<file path="config.mk">
export PLATFORM = sky130hd
export DESIGN_NAME = blsfs_fault_status
export DESIGN_NICKNAME = d
export VERILOG_FILES = /design/src/blsfs_pkg.sv /design/src/blsfs_sticky_flags.sv /design/src/blsfs_fault_status.sv
export SDC_FILE = /design/constraint.sdc
export NUM_CORES = 1
export LEC_CHECK = 0
export ABC_AREA = 1
export BUFFER_PORTS_ARGS = -buffer_cell sky130_fd_sc_hd__buf_2
export CAP_MARGIN = 20
export CELL_PAD_IN_SITES_DETAIL_PLACEMENT = 1
export CELL_PAD_IN_SITES_GLOBAL_PLACEMENT = 1
export CORE_MARGIN = 5
export CORE_UTILIZATION = 37
export DETAILED_ROUTE_END_ITERATION = 7
export PLACE_DENSITY_LB_ADDON = 0.1
export REMOVE_ABC_BUFFERS = 1
export SYNTH_ARGS = -nofsm -noshare
export SYNTH_HDL_FRONTEND = slang
export SYNTH_SLANG_ARGS = --single-unit
</file>
<file path="constraint.sdc">
create_clock -name clk -period 1.3 [get_ports clk]
set_input_delay 0.13 -clock clk [delete_from_list [all_inputs] [get_ports clk]]
set_output_delay 0.13 -clock clk [all_outputs]
set_load 0.05 [all_outputs]
</file>
<file path="src/blsfs_pkg.sv">
// Package for the bus-limit and short fault status block: offsets, field layout, reset values, carrier types.
// Assumes register offsets are PMBus command codes, one byte per register.
package blsfs_pkg;

  // Command codes of the two status registers
  localparam logic [7:0] LIMIT_ADDR = 8'hd7;
  localparam logic [7:0] SHORT_ADDR = 8'hd8;

  // Field widths
  localparam int LIMIT_W = 8;
  localparam int SHORT_W = 5;
  localparam int REG_W   = 8;

  // Reset values
  localparam logic [LIMIT_W-1:0] LIMIT_RST = 8'h00;
  localparam logic [SHORT_W-1:0] SHORT_RST = 5'h00;

  // Limit register bit positions
  localparam int LV_OUT_OV = 0;
  localparam int LV_OUT_UV = 1;
  localparam int LV_IN_OV  = 2;
  localparam int LV_IN_UV  = 3;
  localparam int HV_OUT_OV = 4;
  localparam int HV_OUT_UV = 5;
  localparam int HV_IN_OV  = 6;
  localparam int HV_IN_UV  = 7;

  // Short register bit positions
  localparam int HS_SHORT     = 0;
  localparam int LV_GND_SHORT = 1;
  localparam int LS_SHORT     = 2;
  localparam int HV_GND_SHORT = 3;
  localparam int FB_SHORT     = 4;

  // Limit flags that only count in step-up operation; the rest count in step-down
  localparam logic [LIMIT_W-1:0] STEPUP_MASK = 8'hbc;

  // Raw detector levels as they arrive from the analog protection circuits
  typedef struct packed {
    logic [LIMIT_W-1:0] limit;
    logic [SHORT_W-1:0] short;
    logic               stepUp;
  } blsfs_det_t;

endpackage

</file>
<file path="src/blsfs_sticky_flags.sv">
// Sticky flag vector: hardware sets, a clear request drops bits, a set wins over a clear.
// Assumes set and clear requests come from logic on the same clock.
`timescale 1ns/10ps
`default_nettype none

module blsfs_sticky_flags #(
  parameter int               WIDTH = 8,
  parameter logic [WIDTH-1:0] RST   = '0
) (
  // Clock and reset
  input  wire logic             clk,
  input  wire logic             resetn,
  // Requests
  input  wire logic [WIDTH-1:0] setReq,
  input  wire logic [WIDTH-1:0] clrReq,
  // State
  output logic      [WIDTH-1:0] flags
);

  logic [WIDTH-1:0] next_flags;

  // Set after clear so a fault in the clearing cycle is kept
  assign next_flags = (flags & ~clrReq) | setReq;

  // Flag storage
  always_ff @(posedge clk)
  begin
    if (!resetn)
      flags <= RST;
    else
      flags <= next_flags;
  end

endmodule // blsfs_sticky_flags

`default_nettype wire

</file>
<file path="src/blsfs_fault_status.sv">
// Bus voltage limit and serious short fault status registers with a byte register port.
// Assumes detector and direction inputs are asynchronous levels; register port is on clk.
`timescale 1ns/10ps
`default_nettype none

// Operation
// - Step-down low bus output overvoltage sets bit0
// - Step-down low bus output undervoltage sets bit1
// - Step-up low bus input overvoltage sets bit2
// - Step-up low bus input undervoltage sets bit3
// - Step-up high bus output overvoltage sets bit4
// - Step-up high bus output undervoltage sets bit5
// - Step-down high bus input overvoltage sets bit6
// - Step-up high bus input undervoltage sets bit7
// - Byte registers, read/write, protectable, reset zero
// - High-side switch short sets short bit0
// - Short bits 1-4 as listed, 7-5 read zero
// - Low bus ground short sets short bit1
module blsfs_fault_status (
  // Clock and reset
  input  wire logic                      clk,
  input  wire logic                      resetn,
  // Detector levels and direction, asynchronous
  input  wire logic [blsfs_pkg::LIMIT_W-1:0] limitDet,
  input  wire logic [blsfs_pkg::SHORT_W-1:0] shortDet,
  input  wire logic                      stepUpMode,
  // Write protection level from the device, same clock
  input  wire logic                      writeProtect,
  // Register port
  input  wire logic [7:0]                regAddr,
  input  wire logic                      regWrEn,
  input  wire logic [blsfs_pkg::REG_W-1:0]   regWrData,
  input  wire logic                      regRdEn,
  output logic      [blsfs_pkg::REG_W-1:0]   regRdData,
  output logic                           regRdValid,
  // Status
  output logic                           faultPending
);

  blsfs_pkg::blsfs_det_t detMeta;
  blsfs_pkg::blsfs_det_t detSync;
  logic [blsfs_pkg::LIMIT_W-1:0] limitFlags;
  logic [blsfs_pkg::SHORT_W-1:0] shortFlags;

  // Per-bit enable of limit detectors for the present direction
  function automatic logic [blsfs_pkg::LIMIT_W-1:0] modeMask(input logic stepUp);
    modeMask = stepUp ? blsfs_pkg::STEPUP_MASK : ~blsfs_pkg::STEPUP_MASK;
  endfunction

  // Address match, shared by read and write decode
  function automatic logic hit(input logic [7:0] addr, input logic [7:0] code);
    hit = (addr == code);
  endfunction

  // Two-flop synchroniser; only the second stage is read
  always_ff @(posedge clk)
  begin
    if (!resetn)
    begin
      detMeta <= '0;
      detSync <= '0;
    end
    else
    begin
      detMeta <= '{limit: limitDet, short: shortDet, stepUp: stepUpMode};
      detSync <= detMeta;
    end
  end

  wire [blsfs_pkg::LIMIT_W-1:0] limitEnable = modeMask(detSync.stepUp);
  wire [blsfs_pkg::LIMIT_W-1:0] limitSet    = detSync.limit & limitEnable;
  wire [blsfs_pkg::SHORT_W-1:0] shortSet    = detSync.short;

  // Writes are dropped while protected; a written zero clears, a written one does nothing
  wire wrLimit = regWrEn && !writeProtect && hit(regAddr, blsfs_pkg::LIMIT_ADDR);
  wire wrShort = regWrEn && !writeProtect && hit(regAddr, blsfs_pkg::SHORT_ADDR);
  wire [blsfs_pkg::LIMIT_W-1:0] limitClr = wrLimit ? ~regWrData : '0;
  wire [blsfs_pkg::SHORT_W-1:0] shortClr = wrShort ? ~regWrData[blsfs_pkg::SHORT_W-1:0] : '0;

  // Limit flags, bit order fixed by the package positions
  blsfs_sticky_flags #(
    .WIDTH (blsfs_pkg::LIMIT_W),
    .RST   (blsfs_pkg::LIMIT_RST)
  ) uLimit (
    .clk    (clk),
    .resetn (resetn),
    .setReq (limitSet),
    .clrReq (limitClr),
    .flags  (limitFlags)
  );

  // Short flags; reserved bits have no storage at all
  blsfs_sticky_flags #(
    .WIDTH (blsfs_pkg::SHORT_W),
    .RST   (blsfs_pkg::SHORT_RST)
  ) uShort (
    .clk    (clk),
    .resetn (resetn),
    .setReq (shortSet),
    .clrReq (shortClr),
    .flags  (shortFlags)
  );

  // Read mux; unmapped codes read zero
  wire [blsfs_pkg::REG_W-1:0] shortByte = {3'h0, shortFlags};
  wire [blsfs_pkg::REG_W-1:0] rdMux =
    hit(regAddr, blsfs_pkg::LIMIT_ADDR) ? limitFlags :
    hit(regAddr, blsfs_pkg::SHORT_ADDR) ? shortByte : 8'h00;

  // Registered read answer and summary
  always_ff @(posedge clk)
  begin
    if (!resetn)
    begin
      regRdData    <= 8'h00;
      regRdValid   <= 1'b0;
      faultPending <= 1'b0;
    end
    else
    begin
      regRdData    <= regRdEn ? rdMux : regRdData;
      regRdValid   <= regRdEn;
      faultPending <= (|limitFlags) || (|shortFlags);
    end
  end
endmodule // blsfs_fault_status

`default_nettype wire

</file>
# Yosys cells after proc, flatten, opt, wreduce, memory -nomap -nowiden
# Cells that the tools add are included.
# W data, S select, Z words.
dict set report totals {
  ff_bits 51
}
dict set report classes {
  n_eq_ne 2
  muxes 5
  n_bitwise 9
  n_reduce_logical 7
}
# cell n
set op_table {}
lappend op_table {{$mux W8} 3}
lappend op_table {{$and A8 B8 Y8} 2}
lappend op_table {{$eq A8 B8 Y1 const B} 2}
lappend op_table {{$not A8 Y8} 2}
lappend op_table {{$mux W5} 2}
lappend op_table {{$not A5 Y5} 2}
lappend op_table {{$or A8 B8 Y8} 1}
lappend op_table {{$reduce_or A8 Y1} 1}
lappend op_table {{$and A5 B5 Y5} 1}
lappend op_table {{$or A5 B5 Y5} 1}
lappend op_table {{$reduce_or A5 Y1} 1}
lappend op_table {{$logic_and A1 B1 Y1} 3}
lappend op_table {{$logic_not A1 Y1} 1}
lappend op_table {{$logic_or A1 B1 Y1} 1}

# Depth between registers and ports, before layout
# Gate-level depths: netlist of the first run.
dict set report logic_depth {
  word_depth 7
  depth_mapped 8
  ltp_nobuf 8
}

# Hierarchy
# From an unflattened synthesis of the first run, not the netlist that was laid out.
dict set report hier_totals {
  cells_unflattened 271
  hier_area_um2 2011.9
}
# module n_inst cells_per_inst area_each_um2 seq_area_each_um2
set by_module_without_submodules {}
lappend by_module_without_submodules {blsfs_fault_status 1 204 1532.7 760.7}
lappend by_module_without_submodules {{blsfs_sticky_flags (uLimit)} 1 41 294.0 160.2}
lappend by_module_without_submodules {{blsfs_sticky_flags (uShort)} 1 26 185.2 100.1}

# Worst setup path before layout of the first run
# Ideal clock, no wire load.
dict set report synth_timing {
  path_kind {register -> register}
  startpoint {register, netlist name regRdData[6]}
  endpoint {register regRdData[6] in the netlist's numbering}
  setup_time_ns 0.070
  arrival_time_ns 0.868
  required_ns 1.230
  setup_slack_ns 0.362
  stages_incl_launch_ff 3
  synth_period_minus_slack_ns 0.938
  cell_sequence {dfxtp_1 -> o21ai_0 -> a21oi_1}
}
# item line
set synth_lines {}
lappend synth_lines {{to (signal assigned)} blsfs_fault_status.sv:121} ;# regRdData <= regRdEn ? rdMux : regRdData;
lappend synth_lines {{to (decl)} blsfs_fault_status.sv:34} ;# output logic [blsfs_pkg::REG_W-1:0] regRdData,

# Worst setup path in the final report of the first run
dict set report layout_timing {
  startpoint {register regRdData[0] in the netlist's numbering}
  endpoint {output regRdData[0] in the netlist's numbering}
}
# No word-level cell between the ends.

==> results.md, run 1 <==
* Max-slew headroom at 0.753
* Yosys Warn Count at 0
* Final period util at 0.804
* Synth unique cells at 19
* Worst-margin pin slew at around 0.37 ns
* Pwr dens at 1330 nW/um^2
* GRT Total Usage at 0.144
* Net switching power at between 0.7 and 0.8 mW
* Clock latency on the worst-skew pair at 0.30 ns
* Die Wd at 81.8 microns
* CTS tree: yes
* Worst Path Required at 1.17 ns
* Postcts setup bufs at 0
* Crit path kind: reg -> out
* Cts repair resizes at 0
* Rows at 26
* Dominant cells by area after synthesis: dfxtp_1 (54%), nand2_1 (15%), inv_1 (10%)
* Congestion Overflow GR at 0
* Mapped Cells at 254
* Final nets at between 300 and 400
* Count leader, synth: nand2_1
* RSZ-0062 raised after global routing: no
* Synthesis-to-finish area growth at 23.1%
* Int Pwr at around 2.4 mW
* Core ar. at 5040 sq um
* Cell Area, Synth at between 1500 and 2000 sq um
* Final GP Congestion at 0.741
* Initial antenna violation count at 0
* Max-cap violations at 0
* Fmax at about 0.96 GHz
* Worst vdd ir at 610 uV
* Register area share after synthesis at 0.535
* Worst EP arrival at 0.91 ns
* Largest net degree at the start of global routing at 20
* Top cells by instance count after synthesis: nand2_1 (75), inv_1 (53), dfxtp_1 (51)
* DP Wirelength at roughly 3200 microns
* Clk pwr share at 0.368
* Pleak at 1.26 nW
* Status: complete, no violations
* Footprint of the multi-input gates at 628 sq um
* Full die area at 6690 sq um
* Layout cells sized above 1 at 0.211
* Register area at 1020 sq um
* Initial DRC count at 73
* Final wirelength at 4300 microns
* Fin. max-slew vios at 0
* Deepest clock path buffer count at 2
* Root Driver: clkbuf_8
* Min-delay worst type: in -> reg
* Vias per inst at 4.41
* CP max stage cell: dfxtp_1
* Seq cells post-synth at 51
* Final setup TNS at 0 ns
* Number of antenna repair diodes at 0
* Crit path cell chain: buf_2
* Final Hold Viols at 0
* Clock skew at roughly 0.0080 ns
* # port buffers at 44
* Layout fillers at 655
* Switching part of the total at 0.239
* Setup crit end kind: primary output
* CTS Sinks at 51
* CP bufs+invs at 1
* Hold slack at 0.00835 ns
* Delay-heaviest family, CP: flip-flops
* Final count of negative-setup-slack endpoints at 0
* Num ports at 45
* EDFF count, synth at 0
* Total CTS buffers at 5
* Max incr delay on CP at ~0.35 ns
* Average routed wire per standard cell at about 11 microns
* Vias in the first global route at 1672
* Starting density of the core at 0.378
* Detailed Routing Iterations Pass 1 at 4
* Crit start category: flop
* Final Util at 0.466
* Sequential share of power at 0.531
* Logic gate share of total power at 0.101
* First-pass GRT wire length at approximately 7400 microns
* Average cell area after synthesis at 7.51 sq um
* Cell taking the most area after synthesis: dfxtp_1
* Min cycle time layout at 1.04 ns
* Post-synth ARST share at 0
* Die height at between 80 and 90 microns
* Hold_buf cts at 4
* Clock transition at path regs at about 0.090 ns
* Synth top area share at 0.535
* DR vias at 1650
* Detail Route Antenna Nets at 0
* DRC at 0
* H-tree depth at 2
* Critical path peak fanout at 2
* Main synth FF type: dfxtp_1
[layout make-up]
class / count / share of cell area
Clock buffer: 6 / 0.0352
Clock inverter: 2 / 0.0165
Inverter: 55 / 0.0880
Multi-Input combinational cell: 139 / 0.268
Sequential cell: 51 / 0.435
Tap cell: 70 / 0.0373
Timing Repair Buffer: 51 / 0.120
[through the flow]
step	cells	power [mW]	cell area, sq um	setup slack [ns]
5_1_grt	374	3.28	2350	0.210
6_report	374	3.13	2350	0.255
2_1_floorplan	245	1.88	1860	0.336
3_5_place_dp	362	2.01	2190	0.154
4_1_cts	374	3.18	2350	0.236
3_3_place_gp	362	2.00	2190	0.184
[metal layers]
metal  vias to the layer above  wire length, microns  share of wire  track usage
met3                         4                   178          0.041       0.0285
met5                         -                     0              0            0
met4                         0                    55          0.013       0.0548
met2                        29                  2050           0.48        0.253
li1                        856                     -              -            -
met1                       761                  2010           0.47        0.171
[flip-flops by register name (all words and copies together) (netlist names)]
name,count
detMeta,14
detSync,9
regRdData,8
uLimit.flags,8
shortSet,5
uShort.flags,5
faultPending,1
regRdValid,1
[path summary, 6_finish.rpt]
path | slack (ns) | endpoint | cells past startpoint | from
worst max-delay path | 0.26 | regRdData[0] | 1 | regRdData[0]$_SDFFE_PN0P_
worst max register to register | 0.28 | faultPending$_SDFF_PN0_ | 3 | uShort.flags[3]$_SDFF_PN0_
worst min-delay path | 0.008 | detMeta[4]$_SDFF_PN0_ | 3 | shortDet[3]
worst min register to register | 0.42 | shortSet[2]$_SDFF_PN0_ | 2 | detMeta[3]$_SDFF_PN0_
[placed cells by master, fill, tap and decap left out]
cell,instances
nor2_1,16
nor2_4,3
and2_4,1
or2_2,1
inv_2,2
bufinv_16,1
dlygate4sd3_1,4
nand2_2,1
nand2_1,75
nand3_1,5
dfxtp_1,51
inv_1,53
o21ai_0,3
nor4_1,1
inv_6,1
buf_2,44
clkbuf_8,6
nor2_2,1
nand4_1,15
buf_4,3
a21oi_1,17
[power groups by stage]
| stage | registers [mW] | clock network [mW] | logic (mW) |
|---|---|---|---|
| 6_report | 1.66 | 1.15 | 0.316 |
| 4_1_cts | 1.67 | 1.19 | 0.321 |
| 5_1_grt | 1.67 | 1.24 | 0.358 |
| 2_1_floorplan | 1.76 | 0 | 0.118 |
| 3_3_place_gp | 1.70 | 0 | 0.302 |
| 3_5_place_dp | 1.70 | 0 | 0.311 |
[cells by family (layout without fill, tap and decap cells)]
| kind of cell | count (synthesis) | count (layout) | synth area share |
|---|---|---|---|
| simple gates | 119 | 119 | 0.277 |
| buf+inv | 64 | 114 | 0.135 |
| flops | 51 | 51 | 0.535 |
| compound gates | 20 | 20 | 0.0525 |
(Power assumes the default switching activity.)
==> inputs of run 2 (changes only) <==
--- a/config.mk
+++ b/config.mk
@@ -11,7 +11,7 @@
 export CELL_PAD_IN_SITES_DETAIL_PLACEMENT = 1
 export CELL_PAD_IN_SITES_GLOBAL_PLACEMENT = 1
 export CORE_MARGIN = 5
-export CORE_UTILIZATION = 37
+export CORE_UTILIZATION = 34
 export DETAILED_ROUTE_END_ITERATION = 7
 export PLACE_DENSITY_LB_ADDON = 0.1
 export REMOVE_ABC_BUFFERS = 1
==> constraint.sdc (replaced) <==
create_clock -name clk -period 0.9 [get_ports clk]
set_input_delay 0.09 -clock clk [delete_from_list [all_inputs] [get_ports clk]]
set_output_delay 0.09 -clock clk [all_outputs]
set_load 0.05 [all_outputs]
==> results.md, run 2 (same netlist as run 1, synthesis figures left out) <==
* H-tree depth at 2
* Average routed wire per standard cell at 11.7 microns
* Clock skew at 0.00945 ns
* Total CTS buffers at 5
* Congestion Overflow GR at 0
* Max incr delay on CP at 0.36 ns
* Pwr dens at 1640 nW/um^2
* Final Hold Viols at 0
* Total power at 4.26 mW
* Initial antenna violation count at 0
* Number of antenna repair diodes at 0
* Synthesis-to-finish area growth at 36.4%
* Final GP Congestion at 0.810
* Num ports at 45
* Sequential share of power at 0.569
* Initial DRC count at 49
* Full die area at 7210 sq um
* GRT Total Usage at 0.140
* Critical path peak fanout at 2
* Max reg flops at 14
* CP bufs+invs at 1
* Layout cells sized above 1 at 0.261
* Worst Path Required at about 0.81 ns
* Max-slew headroom at 0.757
* Most frequent cells in the layout: nand2_1 (75), inv_1 (53), dfxtp_1 (40)
* Commonest non-fill, non-tap cell in the layout: nand2_1
* Setup crit end kind: primary output
* Detailed Routing Iterations Pass 1 at 3
* Post-route cell area at 2600 sq um
* Pleak at between 1 and 1.5 nW
* First-pass GRT wire length at 8050 microns
* Crit path kind: reg -> out
* # port buffers at 44
* Net switching power at 1.08 mW
* Fin. max-slew vios at 0
* Detail Route Antenna Nets at 0
* Final count of negative-setup-slack endpoints at 0
* Final setup TNS at 0 ns
* Vias in the first global route at 1782
* DR vias at approximately 1.7k
* Final wirelength at about 4600 microns
* Die height at 84.9 microns
* DRC at 0
* RSZ-0062 raised after global routing: yes
* Root Driver: clkbuf_8
* Min cycle time layout at 0.889 ns
* CP max stage cell: dfxtp_2
* Worst-margin pin slew at 0.365 ns
* Max-cap violations at 0
* Crit path cell chain: buf_8
* Delay-heaviest family, CP: flip-flops
* Clock latency on the worst-skew pair at about 0.3 ns
* Min-delay worst type: in -> reg
* Largest net degree at the start of global routing at 22
* Rows at 27
* GR Util met1 at 0.162
* Clock transition at path regs at about 0.090 ns
* Logic gate share of total power at 0.134
* Regs by FF count: detMeta: 14 flops, detSync: 9 flops
* Worst vdd ir at 994 uV
* DP Area at 2250 sq um
* Starting density of the core at 0.348
* Vias per inst at between 4 and 5
* Deepest clock path buffer count at 2
* Int Pwr at between 3 and 4 mW
* Clk pwr share at 0.297
* Core ar. at 5470 sq um
* Switching part of the total at 0.254
* Busiest grt layer: met2
* DP Wirelength at 3350 microns
* Top reg by flops: detMeta
* Status: complete, no violations
* Crit start category: flop
* Met2 global-route usage at 0.245
* CTS Sinks at 51
* Final nets at around 360
* CTS tree: yes
* Die Wd at 84.9 microns
* Final period util at 0.988
* Worst EP arrival at 0.80 ns
* GR Layer Usage met3 at 0.0398
* Fmax at 1.12 GHz
## run 2: changes by cell type in the layout (fill, tap and decap cells not counted), moves of 3 or more
cell,previous run,this run
dfxtp_1,51,40
dfxtp_2,0,11
buf_2,44,34
dlygate4sd3_1,4,14
buf_4,3,10
buf_8,0,7
buf_6,0,3
## run 2: path summary, 6_finish.rpt
kind	startpoint	endpoint	slack [ns]	cells after the start
worst max-delay path	regRdData[2]$_SDFFE_PN0P_	regRdData[2]	0.01	1
worst min-delay path	resetn	regRdData[7]$_SDFFE_PN0P_	0.07	3
worst max register to register	uShort.flags[2]$_SDFF_PN0_	faultPending$_SDFF_PN0_	0.02	3
worst min register to register	detMeta[2]$_SDFF_PN0_	shortSet[1]$_SDFF_PN0_	0.41	2
## run 2: cell type report
cell class | instances | area, sq um
inverter | 55 | 206
sequential | 51 | 1030
multi-input combinational | 139 | 639
timing repair buffer | 69 | 544
fill | 700 | 2870
clock buffer | 6 | 72.6
tap | 72 | 90.1
clock inverter | 2 | 12.5
## run 2: per-stage QoR
step	setup WS (ns)	hold slack, ns	cells	utilization
floorplan	-0.0382	0.183	245	-
global placement	-0.0918	0.271	371	0.412
detailed placement	-0.0931	0.277	371	0.412
CTS	-0.0676	0.0481	393	0.472
global route	-0.0393	0.0537	394	0.475
finish	0.0109	0.0655	394	0.475
## run 2: routing by layer
metal | wire, microns | share of wire
met1 | 2100 | 0.46
met2 | 2240 | 0.49
met3 | 209 | 0.045
met4 | 59 | 0.013
met5 | 0 | 0
## run 2: power groups by stage
stage,sequential [mW],combinational [mW],clock [mW]
final,2.42,0.570,1.26
after global routing,2.43,0.633,1.44
after CTS,2.42,0.569,1.37
after detailed placement,2.46,0.476,0
after global placement,2.46,0.468,0
after floorplan,2.54,0.171,0
## run 2: timing repair
action                                  4_1_cts  5_1_grt
hold endpoints to repair                     14        0
resized for setup                            37        4
endpoints found under the setup margin       11       11
setup buffers                                 0        1
hold buffers                                 14        0
pin swaps                                     3        2
==> inputs of run 3 (changes only) <==
--- a/config.mk
+++ b/config.mk
@@ -10,7 +10,7 @@
 export CAP_MARGIN = 20
 export CELL_PAD_IN_SITES_DETAIL_PLACEMENT = 1
 export CELL_PAD_IN_SITES_GLOBAL_PLACEMENT = 1
-export CORE_MARGIN = 5
+export CORE_MARGIN = 3
 export CORE_UTILIZATION = 34
 export DETAILED_ROUTE_END_ITERATION = 7
 export PLACE_DENSITY_LB_ADDON = 0.1
==> constraint.sdc (replaced) <==
create_clock -name clk -period 0.9 [get_ports clk]
set_input_delay 0.18 -clock clk [delete_from_list [all_inputs] [get_ports clk]]
set_output_delay 0.18 -clock clk [all_outputs]
set_load 0.05 [all_outputs]
==> results.md, run 3 (same netlist as run 1, synthesis figures left out) <==
* Status: finished with violations
* Violated checks: setup timing
* Detail Route Antenna Nets at 0
* Core ar. at roughly 5300 sq um
* Fin. max-slew vios at 0
* Max-cap violations at 0
* Min cycle time layout at around 0.98 ns
* Hold_buf cts at 0
* Initial DRC count at 111
* CTS tree: yes
* Layout fillers at 664
* Commonest non-fill, non-tap cell in the layout: nand2_1
* # port buffers at 44
* Worst vdd ir at 930 uV
* Clock transition at path regs at 0.10 ns
* Max incr delay on CP at ~0.36 ns
* Final Hold Viols at 0
* Final period util at 1.09
* Average routed wire per standard cell at 11.7 microns
* Total CTS buffers at 5
* Final count of negative-setup-slack endpoints at 11
* Regs by FF count: detMeta: 14 flops, detSync: 9 flops
* Pleak at ~1.3 nW
* Critical path peak fanout at 2
* Vias in the first global route at 1685
* Final GP Congestion at 0.733
* Worst-margin pin slew at roughly 0.35 ns
* Worst Path Required at 0.72 ns
* GRT Total Usage at 0.150
* Crit path kind: reg -> out
* Top reg by flops: detMeta
* Die height at ~81 microns
* DR vias at roughly 1.7k
* Root Driver: clkbuf_8
* DP Wirelength at 3210 microns
* Max reg flops at 14
* CP bufs+invs at 1
* Setup crit end kind: primary output
* Num ports at between 40 and 50
* Detailed Routing Iterations Pass 1 at 4
* Pwr dens at between 1500 and 2000 nW/um^2
* Largest net degree at the start of global routing at 33
* H-tree depth at 2
* Most frequent cells in the layout: nand2_1 (74), inv_1 (52), dfxtp_1 (40)
* CTS Sinks at 51
* Min-delay worst type: in -> reg
* Post-route cell area at 2530 sq um
* First-pass GRT wire length at 7560 microns
* Number of antenna repair diodes at 0
* CP max stage cell: dfxtp_2
* Worst EP arrival at 0.80 ns
* Initial antenna violation count at 0
* Crit path cell chain: buf_8
* Deepest clock path buffer count at 2
* Vias per inst at about 4.4
* Clock latency on the worst-skew pair at 0.30 ns
* Starting density of the core at 0.362
* Rows at 26
* Synthesis-to-finish area growth at 32.9%
* Fmax at 1.02 GHz
* Final setup TNS at -0.758 ns
* Full die area at 6540 sq um
* Total power at about 4.6 mW
* Layout cells sized above 1 at 0.287
* Setup WS post-layout at -0.0829 ns
* Final wirelength at approximately 4400 microns
* RSZ-0062 raised after global routing: yes
* Max-slew headroom at 0.767
* Setup WS pre-CTS at -0.208 ns
* Final nets at ~340
* Die Wd at 80.9 microns
* Congestion Overflow GR at 0
* DRC at 0
* Hold slack at approximately 0.054 ns
* Crit start category: flop
* Delay-heaviest family, CP: flip-flops
* Clock skew at 0.0130 ns
* DP Area at 2280 sq um
-- run 3: cell types whose count changed in the layout (fill, tap and decap cells not counted), sizes merged --
cell	change
clkinvlp	-1
bufinv	+1
buf	+2
dlygate4sd3	-14
-- run 3: final cells by class --
cell class / instances / area, sq um / share of cell area
sequential: 51 / 1030 / 0.408
multi-input combinational: 139 / 641 / 0.253
timing repair buffer: 57 / 448 / 0.177
inverter: 55 / 206 / 0.0814
tap: 70 / 87.6 / 0.0346
clock buffer: 6 / 82.6 / 0.0326
clock inverter: 2 / 35.0 / 0.0138
-- run 3: final timing paths --
kind                                                 start                 endpoint  slack, ns  depth (start not counted)
worst max register to register  uShort.flags[3]$_SDFF_PN0_  faultPending$_SDFF_PN0_      -0.06                          3
worst min-delay path                           shortDet[4]    detMeta[5]$_SDFF_PN0_       0.05                          3
worst max-delay path             regRdData[2]$_SDFFE_PN0P_             regRdData[2]      -0.08                          1
worst min register to register       detMeta[2]$_SDFF_PN0_   shortSet[1]$_SDFF_PN0_       0.42                          2
-- run 3: metal layers --
layer | GRT usage | vias up | wire length, microns
met5 | 0 | - | 0
met4 | 0.0405 | 0 | 36
met3 | 0.0344 | 4 | 226
met2 | 0.264 | 36 | 2250
met1 | 0.182 | 778 | 1940
li1 | - | 865 | -
-- run 3: what timing repair did --
action,in CTS,in global routing
pin swaps,1,3
gates cloned,0,0
gates resized for setup,34,9
buffers inserted,0,3
endpoints found under the setup margin,11,14
-- run 3: per-stage QoR --
| step | std cells | utilization |
|---|---|---|
| 4_1_cts | 377 | 0.472 |
| 6_report | 380 | 0.481 |
| 3_3_place_gp | 369 | 0.432 |
| 2_1_floorplan | 245 | - |
| 3_5_place_dp | 369 | 0.432 |
| 5_1_grt | 380 | 0.481 |
-- run 3: where the power goes --
part | internal [mW] | switching [mW]
logic | 0.231 | 0.303
registers | 2.37 | 0.0521
clock network | 0.900 | 0.725
total | 3.50 | 1.08
